--- src/dpr_pkg.sv ---
// dscp remap slice package: register map, field layout, carriers, decoders
// assumes a byte-wide management register space with 16-bit addresses
package dpr_pkg;

    // ------------------------------------------------------------
    // widths
    // ------------------------------------------------------------
    localparam int ADDR_W    = 16;        // management address width
    localparam int DATA_W    = 8;         // register width
    localparam int DSCP_W    = 6;         // dscp code width
    localparam int PRIO_W    = 3;         // priority field width
    localparam int IDX_W     = 4;         // register index width
    localparam int MAP_COUNT = 12;        // mapping registers in this slice
    localparam int TABLE_W   = MAP_COUNT * DATA_W;
    localparam int POS_W     = 7;         // bit position inside flat table

    // ------------------------------------------------------------
    // register map and field layout
    // ------------------------------------------------------------
    localparam logic [ADDR_W-1:0] MAP_OFS [MAP_COUNT] = '{
        16'h0345, 16'h0346, 16'h0347, 16'h0348, 16'h0349, 16'h034a,
        16'h034b, 16'h034c, 16'h034d, 16'h034e, 16'h034f, 16'h0350};
    localparam int EVEN_LSB   = 0;        // field of the even code
    localparam int ODD_LSB    = 4;        // field of the odd code
    localparam int CLASS_LSB  = 3;        // dscp class bits 5:3
    localparam int CODE_PAIR  = 2;        // codes held per register
    localparam logic [DATA_W-1:0] MAP_RESET   = 8'h00;
    localparam logic [DATA_W-1:0] MAP_WR_MASK = 8'h77; // bits 7 and 3 reserved
    localparam logic [DSCP_W-1:0] CODE_FIRST  = 6'h0a;
    localparam logic [DSCP_W-1:0] CODE_LAST   = 6'h21;

    // ------------------------------------------------------------
    // carriers
    // ------------------------------------------------------------
    typedef struct packed {
        logic              wr;            // write strobe
        logic              rd;            // read strobe
        logic [ADDR_W-1:0] addr;          // register address
        logic [DATA_W-1:0] wdata;         // write data
    } dpr_reg_req_type;
    typedef struct packed {
        logic              valid;         // lookup request
        logic              ip_v6;         // header version, not used for lookup
        logic [DSCP_W-1:0] dscp;          // code of the frame
    } dpr_look_req_type;
    typedef struct packed {
        logic              valid;         // answer strobe
        logic              hit;           // answered from this slice
        logic [PRIO_W-1:0] prio;          // resolved priority
    } dpr_look_res_type;
    typedef struct packed {
        logic             hit;            // address or code is ours
        logic             odd;            // odd code, upper field
        logic [IDX_W-1:0] idx;            // register index
    } dpr_sel_type;

    // address decode, shared by write enables and read mux
    function automatic dpr_sel_type dpr_decode(input logic [ADDR_W-1:0] addr);
        dpr_sel_type d;
        d = '0;
        for (int i = 0; i < MAP_COUNT; i++)
        begin
            if (addr == MAP_OFS[i])
            begin
                d.hit = 1'b1;
                d.idx = IDX_W'(i);
            end
        end
        return d;
    endfunction

    // code decode, used by the lookup path only; the checks write the range out
    function automatic dpr_sel_type dpr_code_sel(input logic [DSCP_W-1:0] dscp);
        dpr_sel_type  d;
        logic [DSCP_W-1:0] rel;
        rel   = dscp - CODE_FIRST;
        d.hit = (dscp >= CODE_FIRST) && (dscp <= CODE_LAST);
        d.odd = dscp[0];
        d.idx = IDX_W'(rel >> 1);
        return d;
    endfunction

endpackage

--- src/dpr_map_entry.sv ---
// one byte-wide mapping register holding an even and an odd priority field
// assumes write strobe and data on the same clock; reset is synchronous
module dpr_map_entry
(
    // clock and reset
    input  wire logic                       clock,
    input  wire logic                       sys_rst,
    // write side
    input  wire logic                       wr_en,
    input  wire logic [dpr_pkg::DATA_W-1:0] wdata,
    // stored value
    output logic      [dpr_pkg::DATA_W-1:0] value
);

    logic [dpr_pkg::DATA_W-1:0] value_reg;  // stored fields

    // ------------------------------------------------------------
    // storage
    // ------------------------------------------------------------
    // reserved bits are masked on the way in, so they can never read one
    always_ff @(posedge clock)
    begin
        if (sys_rst)
            value_reg <= dpr_pkg::MAP_RESET;
        else if (wr_en)
            value_reg <= wdata & dpr_pkg::MAP_WR_MASK;
    end

    assign value = value_reg;

endmodule // dpr_map_entry

--- src/dpr_lookup.sv ---
// registered dscp to priority resolver over the flat mapping table
// assumes the request comes from logic on the same clock
module dpr_lookup
(
    // clock and reset
    input  wire logic                        clock,
    input  wire logic                        sys_rst,
    // table and mode
    input  wire logic                        remap_en,
    input  wire logic [dpr_pkg::TABLE_W-1:0] table_flat,
    // request and answer
    input  wire dpr_pkg::dpr_look_req_type   look_req,
    output dpr_pkg::dpr_look_res_type        look_res
);

    dpr_pkg::dpr_sel_type            sel;     // slot of the code
    logic [dpr_pkg::POS_W-1:0]       pos;     // field position in table
    logic [dpr_pkg::PRIO_W-1:0]      field;   // mapped priority
    logic                            use_map; // answer from table
    dpr_pkg::dpr_look_res_type       res_reg; // answer register

    // slot selection; version bit deliberately plays no part
    always_comb
    begin
        sel     = dpr_pkg::dpr_code_sel(look_req.dscp);
        pos     = dpr_pkg::POS_W'(sel.idx * dpr_pkg::DATA_W)
                + (sel.odd ? dpr_pkg::POS_W'(dpr_pkg::ODD_LSB) : dpr_pkg::POS_W'(dpr_pkg::EVEN_LSB));
        field   = table_flat[pos +: dpr_pkg::PRIO_W];
        use_map = remap_en && sel.hit;
    end

    // answer one cycle after the request; class bits when remap is off
    always_ff @(posedge clock)
    begin
        if (sys_rst)
            res_reg <= '0;
        else
        begin
            res_reg.valid <= look_req.valid;
            if (look_req.valid)
            begin
                res_reg.hit  <= use_map;
                res_reg.prio <= use_map ? field
                              : look_req.dscp[dpr_pkg::CLASS_LSB +: dpr_pkg::PRIO_W];
            end
        end
    end

    assign look_res = res_reg;

endmodule // dpr_lookup

--- src/dpr_remap_table.sv ---
// dscp remap table slice for codes 0x0a to 0x21: twelve mapping registers,
// their management access port and the lookup used by forwarding
// assumes a single core clock, a synchronous high reset, the global
// remap enable from the neighbouring enable register, and that lookup
// requests come from logic on the same clock
//
// Function
// - codes 0x0a/0x0b map from register 0x0345
// - codes 0x0c/0x0d map from register 0x0346
// - codes 0x0e/0x0f map from register 0x0347
// - codes 0x10/0x11 map from register 0x0348
// - codes 0x12/0x13 map from register 0x0349
// - codes 0x14/0x15 map from register 0x034a
// - codes 0x16/0x17 map from register 0x034b
// - codes 0x18/0x19 map from register 0x034c
// - codes 0x1a/0x1b map from register 0x034d
// - codes 0x1c/0x1d map from register 0x034e
// - codes 0x1e/0x1f map from register 0x034f
// - codes 0x20/0x21 map from register 0x0350
// - fields three bits, read/write, reset zero
// - one table for both ip versions
// - remap off: priority is dscp bits 5:3
module dpr_remap_table
(
    // clock and reset
    input  wire logic                        clock,
    input  wire logic                        sys_rst,
    // management register access
    input  wire dpr_pkg::dpr_reg_req_type    reg_req,
    output logic      [dpr_pkg::DATA_W-1:0]  reg_rdata,
    output logic                             reg_rvalid,
    output logic                             reg_rhit,
    // global remap enable from the enable register
    input  wire logic                        remap_en,
    // forwarding lookup
    input  wire dpr_pkg::dpr_look_req_type   look_req,
    output dpr_pkg::dpr_look_res_type        look_res
);

    // ------------------------------------------------------------
    // declarations
    // ------------------------------------------------------------
    dpr_pkg::dpr_sel_type             dec;        // address decode
    logic [dpr_pkg::DATA_W-1:0]       map [dpr_pkg::MAP_COUNT]; // register values
    logic [dpr_pkg::TABLE_W-1:0]      table_flat; // flat view for lookup
    logic [dpr_pkg::DATA_W-1:0]       rdata_reg;  // read data
    logic                             rvalid_reg; // read answer strobe
    logic                             rhit_reg;   // read hit one of ours

    // ------------------------------------------------------------
    // address decode
    // ------------------------------------------------------------
    // one decode feeds both the write enables and the read mux
    always_comb
    begin
        dec = dpr_pkg::dpr_decode(reg_req.addr);
    end

    // ------------------------------------------------------------
    // mapping registers
    // ------------------------------------------------------------
    // register g holds codes first+2g (low field) and first+2g+1 (high field);
    // this one placement carries all twelve pairs
    for (genvar g = 0; g < dpr_pkg::MAP_COUNT; g++)
    begin : gen_map
        // write lands only on an exact address match
        dpr_map_entry u_entry
        (
            .clock   (clock),
            .sys_rst (sys_rst),
            .wr_en   (reg_req.wr && dec.hit && (dec.idx == dpr_pkg::IDX_W'(g))),
            .wdata   (reg_req.wdata),  // reserved bits dropped inside
            .value   (map[g])
        );
        // flat table, register g at byte g
        assign table_flat[g*dpr_pkg::DATA_W +: dpr_pkg::DATA_W] = map[g];
    end

    // ------------------------------------------------------------
    // register read
    // ------------------------------------------------------------
    // answer one cycle after the strobe; an address outside this slice
    // answers zero with the hit flag low so an outer mux can pick another
    // slice. a read and write of the same register in one cycle returns
    // the value from before the write.
    always_ff @(posedge clock)
    begin
        if (sys_rst)
        begin
            rdata_reg  <= dpr_pkg::MAP_RESET;
            rvalid_reg <= 1'b0;
            rhit_reg   <= 1'b0;
        end
        else
        begin
            rvalid_reg <= reg_req.rd;
            if (reg_req.rd)
            begin
                rhit_reg  <= dec.hit;
                // stored bits 7 and 3 are always zero
                rdata_reg <= dec.hit ? map[dec.idx] : dpr_pkg::MAP_RESET;
            end
        end
    end

    assign reg_rdata  = rdata_reg;
    assign reg_rvalid = rvalid_reg;
    assign reg_rhit   = rhit_reg;

    // ------------------------------------------------------------
    // lookup
    // ------------------------------------------------------------
    // one resolver for both header versions; the version bit is carried
    // only so that upstream need not strip it
    dpr_lookup u_lookup
    (
        .clock      (clock),
        .sys_rst    (sys_rst),
        .remap_en   (remap_en),    // class bits when clear
        .table_flat (table_flat),
        .look_req   (look_req),
        .look_res   (look_res)
    );
endmodule // dpr_remap_table

--- config.mk ---
export PLATFORM = sky130hd
export DESIGN_NAME = dpr_remap_table
export DESIGN_NICKNAME = d
export VERILOG_FILES = /design/src/dpr_pkg.sv /design/src/dpr_map_entry.sv /design/src/dpr_lookup.sv /design/src/dpr_remap_table.sv
export SDC_FILE = /design/constraint.sdc
export NUM_CORES = 1
export LEC_CHECK = 0
export ABC_AREA = 1
export BUFFER_PORTS_ARGS = -buffer_cell sky130_fd_sc_hd__buf_2
export CELL_PAD_IN_SITES_DETAIL_PLACEMENT = 2
export CELL_PAD_IN_SITES_GLOBAL_PLACEMENT = 2
export CORE_MARGIN = 1.5
export CORE_UTILIZATION = 35
export DETAILED_ROUTE_END_ITERATION = 6
export PLACE_DENSITY_LB_ADDON = 0.1
export SYNTH_ARGS = -nofsm -noshare
export SYNTH_HDL_FRONTEND = slang
export SYNTH_SLANG_ARGS = --single-unit
--- constraint.sdc ---
create_clock -name clock -period 4.7 [get_ports clock]
set_input_delay 0.235 -clock clock [delete_from_list [all_inputs] [get_ports clock]]
set_output_delay 0.235 -clock clock [all_outputs]
set_load 0.03 [all_outputs]
Yosys cells after proc, flatten, opt, wreduce, memory -nomap -nowiden:

Cells that the tools add are included.

* bitwise operators: 1
* $add $sub $neg: 2
* muxes and demuxes: 29
* $lt $le $gt $ge: 3
* reduce and logical (&&, ||, !) cells: 16
* shift operators: 1
* eq/ne operators: 23

Operator list (number)
* 16-bit by 10-bit == test with 1-bit output, second input constant: 12
* 96-bit by 8-bit variable part select with 3-bit output: 1
* 4-bit two-way mux: 10
* 8-bit binary-select mux with 4-bit select: 1
* 8-bit two-way mux: 3
* 4-bit by 3-bit == test with 1-bit output, second input constant: 4
* 4-bit == test, second input constant: 4
* 1-bit logical AND: 15
* 1-bit two-way mux: 13
* 4-bit by 2-bit == test with 1-bit output, second input constant: 2
* 7-bit adder: 1
* 6-bit by 4-bit greater-or-equal comparator with 1-bit output, second input constant: 1
* 6-bit <= comparator, second input constant: 1
* 3-bit two-way mux: 2
* 5-bit greater-or-equal comparator, second input constant: 1
* 4-bit NOT with 5-bit output: 1
* 5-bit by 4-bit subtractor with 5-bit output, second input constant: 1
* 4-bit by 1-bit == test with 1-bit output, second input constant: 1
* 4-bit logical NOT: 1

* register bits: 87
* output and inout port bits: 15
* bits of input ports: 37

Depth between registers and ports, before layout:

Gate-level depths: netlist of the first run.

* depth in word-level cells: 17
* depth in mapped cells: 19
* gate-level depth less buffers: 18

Cells and area by module:

Synthesis of the first run repeated with hierarchy kept, for this count alone.

* cell total of the unflattened synthesis: 1189
* area total of the unflattened synthesis: 6522.5 um2

By module, submodules not included
* dpr_map_entry: area an instance 266.5 um2, sequential area each 120.1 um2, times used 12, cells each 41
* dpr_remap_table: area an instance 2197.1 um2, sequential area each 200.2 um2, times used 1, cells each 447
* dpr_lookup: area an instance 1127.3 um2, sequential area each 100.1 um2, times used 1, cells each 250

Worst setup path before layout of the first run:

Ideal clock, no wire load.

* kind: input -> register
* start: input port look_req[1] (netlist name)
* end: register u_lookup.res_reg, in the netlist u_lookup.look_res[1]
* stages on the path: 10
* arrival time: 1.881 ns
* required time: 4.568 ns
* path buffers: 2
* slack: 2.687 ns
* setup time: 0.132 ns
* cells stage by stage: inv_2 buf_1 ha_1 inv_1 clkbuf_1 o221ai_1 o221ai_1 nand3_1 o211ai_1 a21oi_1

* word-level cells in the longest chain between the ends: 4

Ends and longest elaborated chain
* start, declared: RTL line dpr_remap_table.sv:36 `input wire dpr_pkg::dpr_look_req_type look_req,`
* 5-bit by 4-bit subtractor with 5-bit output (tied with other cells): RTL line dpr_pkg.sv:76 `rel = dscp - CODE_FIRST;`
* 7-bit adder or 1-bit logical AND (tied branches): RTL line dpr_lookup.sv:27, dpr_pkg.sv:77
* 96-bit by 8-bit variable part select with 3-bit output or 1-bit logical AND (tied branches): RTL line dpr_lookup.sv:28, dpr_lookup.sv:29
* 3-bit two-way mux *: RTL line dpr_lookup.sv:43 `res_reg.prio <= use_map ? field`
* end, declared: RTL line dpr_lookup.sv:20 `dpr_pkg::dpr_look_res_type res_reg;`

Every way passes the cells marked *; elsewhere a longest branch is shown, timed or not.
A chain may end at the register's enable or synchronous reset.

Worst setup path after layout of the first run:

* start: input port reg_req[9] (netlist name)
* end: register rdata_reg, in the netlist reg_rdata[4]

* word-level cells in the longest chain between the ends: 17

Ends and longest elaborated chain
* start, declared: RTL line dpr_remap_table.sv:29 `input wire dpr_pkg::dpr_reg_req_type reg_req,`
* 16-bit by 10-bit == test with 1-bit output: RTL line dpr_pkg.sv:63 `if (addr == MAP_OFS[i])`
* 1-bit two-way mux: RTL line dpr_pkg.sv:63
* 4-bit two-way mux (10 in series): RTL line dpr_pkg.sv:63
* 4-bit NOT with 5-bit output (implied by the code): RTL line dpr_remap_table.sv:101 `rdata_reg <= dec.hit ? map[dec.idx] : dpr_pkg::MAP_RESET;`
* 8-bit binary-select mux with 4-bit select: RTL line dpr_remap_table.sv:101
* 8-bit two-way mux (implied by the code) (2 in series): RTL line dpr_remap_table.sv:101
* 8-bit two-way mux *: RTL line dpr_remap_table.sv:101
* end signal, assigned: RTL line dpr_remap_table.sv:90 `rdata_reg <= dpr_pkg::MAP_RESET;`
* end signal, assigned: RTL line dpr_remap_table.sv:101
* end, declared: RTL line dpr_remap_table.sv:46 `logic [dpr_pkg::DATA_W-1:0] rdata_reg;`

Every way passes the cells marked *; elsewhere a longest branch is shown, timed or not. The select of a mux whose other input is x is not followed.

==> results of run 1 <==
-- worst min-delay path: cells and delay by family --
family,cells,cell delay (ns)
compound gates,1,0.06
buf+inv,1,0.13
simple gates,1,0.08
-- metrics by stage --
step | setup WS (ns) | total power [µW] | cells | hold WS, ns
after detailed placement | 1.35 | 886 | 1013 | 0.466
after global routing | 1.48 | 1630 | 1027 | 0.214
final | 1.68 | 1580 | 1027 | 0.205
after CTS | 1.70 | 1590 | 1027 | 0.210
after floorplan | 2.69 | 827 | 824 | 0.304
after global placement | 1.50 | 879 | 1013 | 0.453
-- synthesized netlist by cell type, types with 2 or more instances --
cell type	n
sky130_fd_sc_hd__a21oi_1	84
sky130_fd_sc_hd__buf_2	10
sky130_fd_sc_hd__buf_4	6
sky130_fd_sc_hd__clkbuf_1	25
sky130_fd_sc_hd__dfxtp_1	85
sky130_fd_sc_hd__inv_1	95
sky130_fd_sc_hd__inv_2	18
sky130_fd_sc_hd__nand2_1	176
sky130_fd_sc_hd__nand2_2	4
sky130_fd_sc_hd__nand2_4	5
sky130_fd_sc_hd__nand3_1	35
sky130_fd_sc_hd__nand3_2	2
sky130_fd_sc_hd__nand4_1	29
sky130_fd_sc_hd__nand4_2	2
sky130_fd_sc_hd__nor2_1	101
sky130_fd_sc_hd__nor2_2	5
sky130_fd_sc_hd__nor2_4	6
sky130_fd_sc_hd__nor3_1	3
sky130_fd_sc_hd__nor4_1	2
sky130_fd_sc_hd__o211ai_1	4
sky130_fd_sc_hd__o21ai_0	78
sky130_fd_sc_hd__o21ai_1	14
sky130_fd_sc_hd__o221ai_1	21
sky130_fd_sc_hd__xor2_1	2
-- cell families (layout without fill, tap and decap cells) --
logic type / count (synthesis) / after routing / share of synthesized area (%)
simple gates: 374 / 374 / 33.0
compound gates: 203 / 203 / 21.4
buf+inv: 157 / 176 / 12.2
flops: 85 / 85 / 32.8
xor+xnor: 2 / 2 / 0.337
fa+ha+maj: 1 / 1 / 0.241
other cells: 1 / 2 / 0.0722
-- cell usage in the layout (no fill, tap or decap), types with 2 or more instances in the layout --
| cell type | Yosys | layout |
|---|---|---|
| sky130_fd_sc_hd__a21oi_1 | 84 | 84 |
| sky130_fd_sc_hd__buf_2 | 10 | 46 |
| sky130_fd_sc_hd__buf_4 | 6 | 2 |
| sky130_fd_sc_hd__clkbuf_16 | 0 | 9 |
| sky130_fd_sc_hd__conb_1 | 1 | 2 |
| sky130_fd_sc_hd__dfxtp_1 | 85 | 85 |
| sky130_fd_sc_hd__inv_1 | 95 | 95 |
| sky130_fd_sc_hd__inv_2 | 18 | 18 |
| sky130_fd_sc_hd__nand2_1 | 176 | 176 |
| sky130_fd_sc_hd__nand2_2 | 4 | 4 |
| sky130_fd_sc_hd__nand2_4 | 5 | 5 |
| sky130_fd_sc_hd__nand3_1 | 35 | 35 |
| sky130_fd_sc_hd__nand3_2 | 2 | 2 |
| sky130_fd_sc_hd__nand4_1 | 29 | 29 |
| sky130_fd_sc_hd__nand4_2 | 2 | 2 |
| sky130_fd_sc_hd__nor2_1 | 101 | 101 |
| sky130_fd_sc_hd__nor2_2 | 5 | 5 |
| sky130_fd_sc_hd__nor2_4 | 6 | 6 |
| sky130_fd_sc_hd__nor3_1 | 3 | 3 |
| sky130_fd_sc_hd__nor4_1 | 2 | 2 |
| sky130_fd_sc_hd__o211ai_1 | 4 | 4 |
| sky130_fd_sc_hd__o21ai_0 | 78 | 78 |
| sky130_fd_sc_hd__o21ai_1 | 14 | 14 |
| sky130_fd_sc_hd__o221ai_1 | 21 | 21 |
| sky130_fd_sc_hd__xor2_1 | 2 | 2 |
-- report_power, final --
part | internal [µW] | switching, µW | total (µW)
Combinational | 38.0 | 107 | 145
Clock | 406 | 307 | 713
Sequential | 723 | 1.42 | 724
Total | 1170 | 416 | 1580
-- final timing paths --
path / start / to / slack, ns / cells past startpoint
setup / recovery: reg_req[9] / reg_rdata[4] / 1.68 / 14
hold / removal: look_req[7] / u_lookup.look_res[3] / 0.21 / 3
setup reg to reg: gen_map[8].u_entry.value[2] / u_lookup.look_res[2] / 3.11 / 8
hold reg to reg: u_lookup.look_res[3] / u_lookup.look_res[3] / 0.47 / 2
-- cell type report --
type                            instances  area share (%)
Clock buffer                           10            3.98
Clock inverter                          4           0.892
Sequential cell                        85            29.6
Inverter                              114            7.49
Tap cell                              184            4.00
Timing Repair Buffer                   48            4.27
Multi-Input combinational cell        582            49.8
-- metal layers --
layer	share of wire, %	vias up
li1	-	2723
met1	44	2838
met2	51	79
met3	3.5	24
met4	1.7	0
met5	0	-
==> key figures, run 1 <==
Timing
  – Setup total negative slack: 0 ns
  – Worst Tran Pin Value: 1.09 ns
  – Setup repair after global routing missed its margin: no
  – Final hold violation count: 0
  – Max-slew violation count: 0
  – Fmax: 331 MHz
  – Number of failing setup endpoints in the final timing report: 0
  – Final period util: 64.3%
  – Skew final: 0.00734 ns
  – Worst slew margin: 27.4%
  – Shortest period the worst path allows: 3.02 ns

Cells and area
  – Area of combinational cells with multiple inputs: 2860 µm²
  – Fraction of layout cells with a size suffix above 1: 12.7%
  – Net count of the finished layout: 878
  – Register Area: 1700 µm²
  – Relative area change from synthesis to final layout: 10.7%
  – Fillers: 1849
  – Final design instance area without fill: 5750 µm²
  – Final Util: 39.6%
  – Max reg flops: 72
  – Number of antenna cells inserted: 0

Placed design
  – Detailed-placement wirelength estimate: 15.1 mm
  – Final Wtd Congestion: 0.840
  – Cell area after placement: 5470 µm²
  – PortBufs: 46

Yosys
  – Netlist area before placement: 5190 µm²
  – Total of flip-flops plus latches after synthesis: 85
  – Post-synth EDFFs: 0
  – Post-synthesis cell type count: 35
  – Syn Inst Count: 823
  – Dominant register cell in the synthesized netlist: sky130_fd_sc_hd__dfxtp_1
  – Share of synthesized flip-flops with an asynchronous set or reset: 0%
  – Leading area contributor after synthesis: sky130_fd_sc_hd__dfxtp_1
  – Mean Syn Cell Area: 6.31 µm²
  – Post-synthesis sequential area ratio: 32.8%
  – Area share of the leading cell type in the synthesized netlist: 32.8%
  – Yosys warnings: 0
  – Cells taking the most area after synthesis: sky130_fd_sc_hd__dfxtp_1 (33%), sky130_fd_sc_hd__nand2_1 (13%), sky130_fd_sc_hd__a21oi_1 (8.1%)

Setup path
  – Class of the most critical setup path: primary input to register
  – Most numerous cell on the critical path: sky130_fd_sc_hd__nand2_1
  – Critical path data arrival time: 3.30 ns
  – Largest delay contributor family on the critical path: simple AND/OR/NAND/NOR gates
  – Crit path launch type: primary input
  – Maximum cell stage delay along the critical path: 0.82 ns
  – Data required time at the worst endpoint: 4.98 ns
  – Cells traversed along the worst timing path: buf_2 > nor2_1 > nand3_1 > nor3_1 > nand2_1 > nand4_1 > inv_2 > nand2_1 > nand2_1 > nand2_1 > nand2_1 > nor2_1 > nor2_1 > nor2_1
  – Combined buffer and inverter count along the critical path: 2
  – Endpoint type of the worst setup path: register
  – Slowest stage cell on the critical path: sky130_fd_sc_hd__nand4_1
  – Critical Path Fanout Max: 26

Clock tree
  – Post-CTS setup buffer count: 0
  – Buffer cell driving the clock tree root: sky130_fd_sc_hd__clkbuf_16
  – Worst skew pair latency: 0.35 ns
  – H-tree depth: 3
  – Number of hold-repair buffers added at the cts stage: 0
  – Clock transition at the registers of the reported paths: 0.06 ns
  – Clock tree sinks: 85
  – Max Root-Sink Buffers: 2
  – CTS buffer count: 9
  – Post-cts sizing count: 0
  – CTS tree: done

GRT
  – Wire length of the first global-routing pass: 33.3 mm
  – Met2 global-route usage: 49.6%
  – Total overflow reported by the global router: 0
  – All-Layer GR Usage: 27.4%
  – GR Layer Usage met3: 4.17%
  – Pin count of the biggest net entering global routing: 73
  – Met1 Usage GRT: 33.3%
  – Initial antenna violation count: 0
  – Number of global-route vias before repair: 6190
  – GRT busiest layer: met2

Routing
  – Total vias in the final route: 5664
  – Length of the first detailed-routing pass in iterations: 4
  – Count of nets left with antenna violations after detail routing: 0
  – Aggregate routed wire length: 20.6 mm
  – Initial DRC Count: 285
  – Avg Vias per Cell: 5.52
  – Detailed-route DRC error count: 0
  – Detailed-route wire length per cell: 20.0 µm

Pwr
  – Worst vdd rail ir drop: 0.224 mV
  – Power per unit of standard cell area: 275 nW/µm²
  – Static leakage: 0.00242 µW

Floorplan
  – Cell Rows: 44
  – Core Area: 14500 µm²
  – Die ar.: 15600 µm²
  – Starting utilization of the core area: 35.7%
  – IO Count: 52
  – Die H: 125 µm
  – Die boundary width: 125 µm

Job
  – Max-capacitance violation count: 0

Status
  – Status: complete, no violations

Hold path
  – Hold crit path type: primary input to register
No activity file was read; power rests on OpenSTA's default activity.
==> run 2: changes to the inputs <==
Settings changed: CORE_UTILIZATION 35 to 32.
Clock period 4.7 ns to 3.01 ns, I/O delays scaled along.
==> run 2 against run 1 <==
Compared with the run above:
- worst hold slack worse by 0.10 ns
- sequential cell count is the same
- final cell count increased by 4.1%
- largest cell class unchanged
- clock power is 87% higher
- critical path type unchanged
- clock-buffer cell count fell by 1
- highest routed layer unchanged
==> key figures, run 2 (synthesis results as in run 1) <==
Routing
  – Length of the first detailed-routing pass in iterations: 4
  – Total vias in the final route: 5637
  – Detailed-route wire length per cell: 19.3 µm
  – Initial DRC Count: 237
  – Count of nets left with antenna violations after detail routing: 0
  – Detailed-route DRC error count: 0
  – Avg Vias per Cell: 5.27
  – Aggregate routed wire length: 20.6 mm

Clock tree
  – Buffer cell driving the clock tree root: sky130_fd_sc_hd__clkbuf_16
  – Clock tree sinks: 85
  – Post-cts sizing count: 0
  – Post-CTS setup buffer count: 0
  – CTS buffer count: 9
  – Clock transition at the registers of the reported paths: 0.07 ns
  – Worst skew pair latency: 0.35 ns
  – CTS tree: done
  – Number of hold-repair buffers added at the cts stage: 0
  – H-tree depth: 3
  – Max Root-Sink Buffers: 2

Timing
  – Setup slack of the critical path after layout: 0.918 ns
  – Shortest period the worst path allows: 2.09 ns
  – Final period util: 69.5%
  – Setup repair after global routing missed its margin: no
  – Skew final: 0.00773 ns
  – Setup total negative slack: 0 ns
  – Worst slew margin: 50.6%
  – Worst Tran Pin Value: 0.739 ns
  – Fmax: 478 MHz
  – Final hold violation count: 0
  – Number of failing setup endpoints in the final timing report: 0
  – Max-slew violation count: 0

Setup path
  – R2R Setup Slk: 1.43 ns
  – Worst R2R Start: gen_map[8].u_entry.value[6]
  – Critical Path Source: reg_req[14]
  – Endpoint type of the worst setup path: register
  – Class of the most critical setup path: primary input to register
  – Data required time at the worst endpoint: 3.30 ns
  – Critical Path Fanout Max: 24
  – Crit path launch type: primary input
  – Critical path data arrival time: 2.38 ns

Pwr
  – Power per unit of standard cell area: 455 nW/µm²
  – Overall power consumption: 2690 µW
  – Static leakage: 0.00250 µW
  – Worst vdd rail ir drop: 0.267 mV

Placed design
  – Final Wtd Congestion: 0.848
  – Placement Setup Slack: 0.557 ns
  – Detailed-placement wirelength estimate: 15.1 mm
  – PortBufs: 46
  – Dpl cells: 1053

Cells and area
  – Top library cells by usage in the layout, fill and taps aside: sky130_fd_sc_hd__nand2_1 (176), sky130_fd_sc_hd__nor2_1 (101), sky130_fd_sc_hd__inv_1 (95), sky130_fd_sc_hd__dfxtp_1 (85), sky130_fd_sc_hd__a21oi_1 (84)
  – Final standard cell count with taps included and fillers excluded: 1069
  – Net count of the finished layout: 886
  – Number of antenna cells inserted: 0
  – Final Util: 37.2%
  – Most frequent standard cell in the layout excluding fill and tap cells: sky130_fd_sc_hd__nand2_1
  – Max reg flops: 72
  – Relative area change from synthesis to final layout: 13.9%
  – Fraction of layout cells with a size suffix above 1: 13.8%
  – Fillers: 1972

Floorplan
  – Die H: 130 µm
  – Die ar.: 17000 µm²
  – Core Area: 15900 µm²
  – IO Count: 52
  – Cell Rows: 46
  – Starting utilization of the core area: 32.7%
  – Die boundary width: 130 µm

GRT
  – Wire length of the first global-routing pass: 32.1 mm
  – Number of global-route vias before repair: 5994
  – Total overflow reported by the global router: 0
  – Pin count of the biggest net entering global routing: 73
  – Initial antenna violation count: 0
  – All-Layer GR Usage: 25.1%

Hold path
  – Worst min-delay path startpoint: look_req[7]
  – Hold crit path type: primary input to register

Status
  – Status: complete, no violations

Job
  – Max-capacitance violation count: 0
-- run 2: changes by cell type in the layout (fill, tap and decap cells not counted) --
| cell | change |
|---|---|
| sky130_fd_sc_hd__clkbuf_1 | -1 |
| sky130_fd_sc_hd__bufinv_16 | +2 |
| sky130_fd_sc_hd__inv_6 | +1 |
| sky130_fd_sc_hd__clkinvlp_4 | -1 |
| sky130_fd_sc_hd__clkinv_4 | +1 |
| sky130_fd_sc_hd__buf_4 | +8 |
-- run 2: through the flow --
step,hold slack [ns],area (µm²)
global placement,0.456,5570
detailed placement,0.466,5570
floorplan,0.220,5200
CTS,0.0893,5920
global route,0.108,5920
finish,0.101,5920
-- run 2: layout make-up --
type / count / area, µm² / area share (%)
inverter: 114 / 430 / 7.28
tap: 216 / 270 / 4.57
sequential: 85 / 1700 / 28.8
clock buffer: 9 / 225 / 3.81
clock inverter: 7 / 121 / 2.05
multi-input combinational: 582 / 2860 / 48.4
timing repair buffer: 56 / 305 / 5.16
-- run 2: worst paths after layout --
path	cells past startpoint	end
worst max register to register	6	u_lookup.look_res[2]
worst max-delay path	18	reg_rdata[2]
worst min register to register	2	u_lookup.look_res[0]
worst min-delay path	3	u_lookup.look_res[3]
-- run 2: where the power goes --
group	switching, µW	internal (µW)	total, µW
logic	169	64.6	234
clock network	513	816	1330
registers	2.05	1130	1130
-- run 2: metal layers --
layer,routed length [µm],global-route usage (%),share of wire [%],up-vias
met2,10300,46.0,50,82
met1,9170,30.8,44,2791
met4,306,6.46,1.5,0
met3,848,3.66,4.1,24
li1,-,-,-,2740
met5,0,0,0,-
-- run 2: critical path, cell delays in order --
cell	delay [ns]
sky130_fd_sc_hd__buf_2	0.11
sky130_fd_sc_hd__inv_1	0.05
sky130_fd_sc_hd__nor2_1	0.05
sky130_fd_sc_hd__nand2_1	0.15
sky130_fd_sc_hd__nor2_1	0.07
sky130_fd_sc_hd__nand2_1	0.10
sky130_fd_sc_hd__inv_2	0.06
sky130_fd_sc_hd__nor2_1	0.14
sky130_fd_sc_hd__nand4_2	0.58
sky130_fd_sc_hd__nand2_1	0.27
sky130_fd_sc_hd__nand2_1	0.08
sky130_fd_sc_hd__nand2_1	0.09
sky130_fd_sc_hd__nand2_1	0.06
sky130_fd_sc_hd__nand2_1	0.06
sky130_fd_sc_hd__nand2_1	0.07
sky130_fd_sc_hd__nor2_1	0.16
sky130_fd_sc_hd__nor2_1	0.06
sky130_fd_sc_hd__nor2_1	0.08
==> run 3: changes to the inputs <==
Clock period 3.01 ns to 2.2 ns, I/O delays scaled along.
==> run 3 against run 2 <==
Compared with the run above:
- via count grew 1.9%
- worst setup slack worse by 0.53 ns
- sequential cell count did not move
- clock skew about the same
- critical endpoint is now gen_map[11].u_entry.value[0]
- highest routed layer unchanged
==> key figures, run 3 (synthesis results as in run 1) <==
GRT
  – Wire length of the first global-routing pass: 32.6 mm
  – Initial antenna violation count: 0
  – Number of global-route vias before repair: 6069
  – All-Layer GR Usage: 25.5%
  – Pin count of the biggest net entering global routing: 73
  – Total overflow reported by the global router: 0

Placed design
  – Detailed-placement wirelength estimate: 15.7 mm
  – Dpl cells: 1078
  – Final Wtd Congestion: 0.820
  – Placement Setup Slack: 0.0325 ns
  – PortBufs: 46

Routing
  – Avg Vias per Cell: 5.25
  – Initial DRC Count: 193
  – Count of nets left with antenna violations after detail routing: 0
  – Detailed-route wire length per cell: 19.0 µm
  – Length of the first detailed-routing pass in iterations: 4
  – Aggregate routed wire length: 20.8 mm
  – Detailed-route DRC error count: 0
  – Total vias in the final route: 5743

Cells and area
  – Number of antenna cells inserted: 0
  – Net count of the finished layout: 911
  – Final standard cell count with taps included and fillers excluded: 1094
  – Most frequent standard cell in the layout excluding fill and tap cells: sky130_fd_sc_hd__nand2_1
  – Fraction of layout cells with a size suffix above 1: 16.3%
  – Relative area change from synthesis to final layout: 18.2%
  – Top library cells by usage in the layout, fill and taps aside: sky130_fd_sc_hd__nand2_1 (176), sky130_fd_sc_hd__nor2_1 (101), sky130_fd_sc_hd__inv_1 (95), sky130_fd_sc_hd__dfxtp_1 (85), sky130_fd_sc_hd__a21oi_1 (84)
  – Max reg flops: 72

Setup path
  – Class of the most critical setup path: primary input to register
  – Critical Path Fanout Max: 18
  – Critical path data arrival time: 2.05 ns
  – Crit path launch type: primary input
  – Endpoint type of the worst setup path: register
  – Data required time at the worst endpoint: 2.43 ns

Pwr
  – Part of the total power dissipated in sequential elements: 42.6%
  – Static leakage: 0.00263 µW
  – Fraction of power spent switching nets: 26.1%
  – Power per unit of standard cell area: 591 nW/µm²
  – Switch Pwr: 946 µW
  – Comb power frac: 9.2%
  – Worst vdd rail ir drop: 0.355 mV
  – Internal power of the cells: 2680 µW
  – Overall power consumption: 3630 µW
  – Clock share of power: 48.1%

Clock tree
  – H-tree depth: 3
  – Post-CTS setup buffer count: 0
  – Buffer cell driving the clock tree root: sky130_fd_sc_hd__clkbuf_16
  – Max Root-Sink Buffers: 2
  – CTS buffer count: 9
  – Clock tree sinks: 85
  – Clock transition at the registers of the reported paths: 0.07 ns
  – Number of hold-repair buffers added at the cts stage: 0
  – Post-cts sizing count: 0
  – Worst skew pair latency: 0.35 ns
  – CTS tree: done

Timing
  – Setup repair after global routing missed its margin: no
  – Final hold violation count: 0
  – Max-slew violation count: 0
  – Skew final: 0.00763 ns
  – Setup total negative slack: 0 ns
  – Shortest period the worst path allows: 1.82 ns
  – Final-layout worst hold slack: 0.0885 ns
  – Number of failing setup endpoints in the final timing report: 0
  – Fmax: 551 MHz
  – Setup slack of the critical path after layout: 0.385 ns
  – Final period util: 82.5%

Job
  – Max-capacitance violation count: 0

Floorplan
  – IO Count: 52
  – Die H: 130 µm
  – Starting utilization of the core area: 32.7%
  – Die ar.: 17000 µm²
  – Core Area: 15900 µm²
  – Die boundary width: 130 µm
  – Cell Rows: 46

Status
  – Status: complete, no violations

Hold path
  – Hold crit path type: primary input to register
-- run 3: cell types whose count changed in the layout (fill, tap and decap cells not counted), sizes merged --
cell,previous run,this run
clkinv,3,2
buf,56,81
clkbuf,9,10
bufinv,3,2
inv,115,116
-- run 3: layer usage --
layer | track usage, % | up-vias | wire length (µm)
met5 | 0 | - | 0
met1 | 32.1 | 2837 | 9510
met3 | 3.05 | 20 | 501
li1 | - | 2797 | -
met4 | 6.01 | 0 | 279
met2 | 46.4 | 89 | 10500
-- run 3: layout make-up --
| type | count | area, µm² |
|---|---|---|
| timing repair buffer | 81 | 543 |
| fill | 2004 | 9750 |
| multi-input combinational | 582 | 2860 |
| inverter | 114 | 430 |
| tap | 216 | 270 |
| sequential | 85 | 1700 |
| clock inverter | 6 | 93.8 |
| clock buffer | 10 | 239 |
-- run 3: worst paths after layout --
path / start / end / slack (ns) / cells past startpoint
max reg2reg: gen_map[8].u_entry.value[2] / u_lookup.look_res[2] / 0.56 / 8
max: reg_req[23] / gen_map[11].u_entry.value[0] / 0.38 / 13
min: look_req[7] / u_lookup.look_res[3] / 0.09 / 3
min reg2reg: u_lookup.look_res[0] / u_lookup.look_res[0] / 0.47 / 2
-- run 3: critical path, stage by stage --
cell and delay [ns]:
sky130_fd_sc_hd__buf_2 0.10, sky130_fd_sc_hd__nor2_1 0.12, sky130_fd_sc_hd__nand2_2 0.11, sky130_fd_sc_hd__nor2_8 0.26, sky130_fd_sc_hd__nand3_2 0.11, sky130_fd_sc_hd__nand2_1 0.09
sky130_fd_sc_hd__inv_2 0.07, sky130_fd_sc_hd__nand2_4 0.10, sky130_fd_sc_hd__inv_2 0.06, sky130_fd_sc_hd__nor2_4 0.22, sky130_fd_sc_hd__nand2_1 0.30, sky130_fd_sc_hd__o21ai_0 0.32
sky130_fd_sc_hd__a21oi_1 0.07
-- run 3: metrics by stage --
| stage | utilization (%) | cell area [µm²] |
|---|---|---|
| 6_report | 38.7 | 6140 |
| 5_1_grt | 38.7 | 6140 |
| 4_1_cts | 38.7 | 6140 |
| 3_5_place_dp | 36.6 | 5810 |
| 3_3_place_gp | 36.6 | 5810 |
| 2_1_floorplan | - | 5200 |
-- run 3: power by group through the flow --
| stage | clock network (µW) | logic [µW] | registers [µW] |
|---|---|---|---|
| 2_1_floorplan | 0 | 171 | 1600 |
| 3_3_place_gp | 0 | 316 | 1580 |
| 3_5_place_dp | 0 | 331 | 1580 |
| 4_1_cts | 1770 | 335 | 1550 |
| 5_1_grt | 1850 | 364 | 1550 |
| 6_report | 1750 | 334 | 1550 |
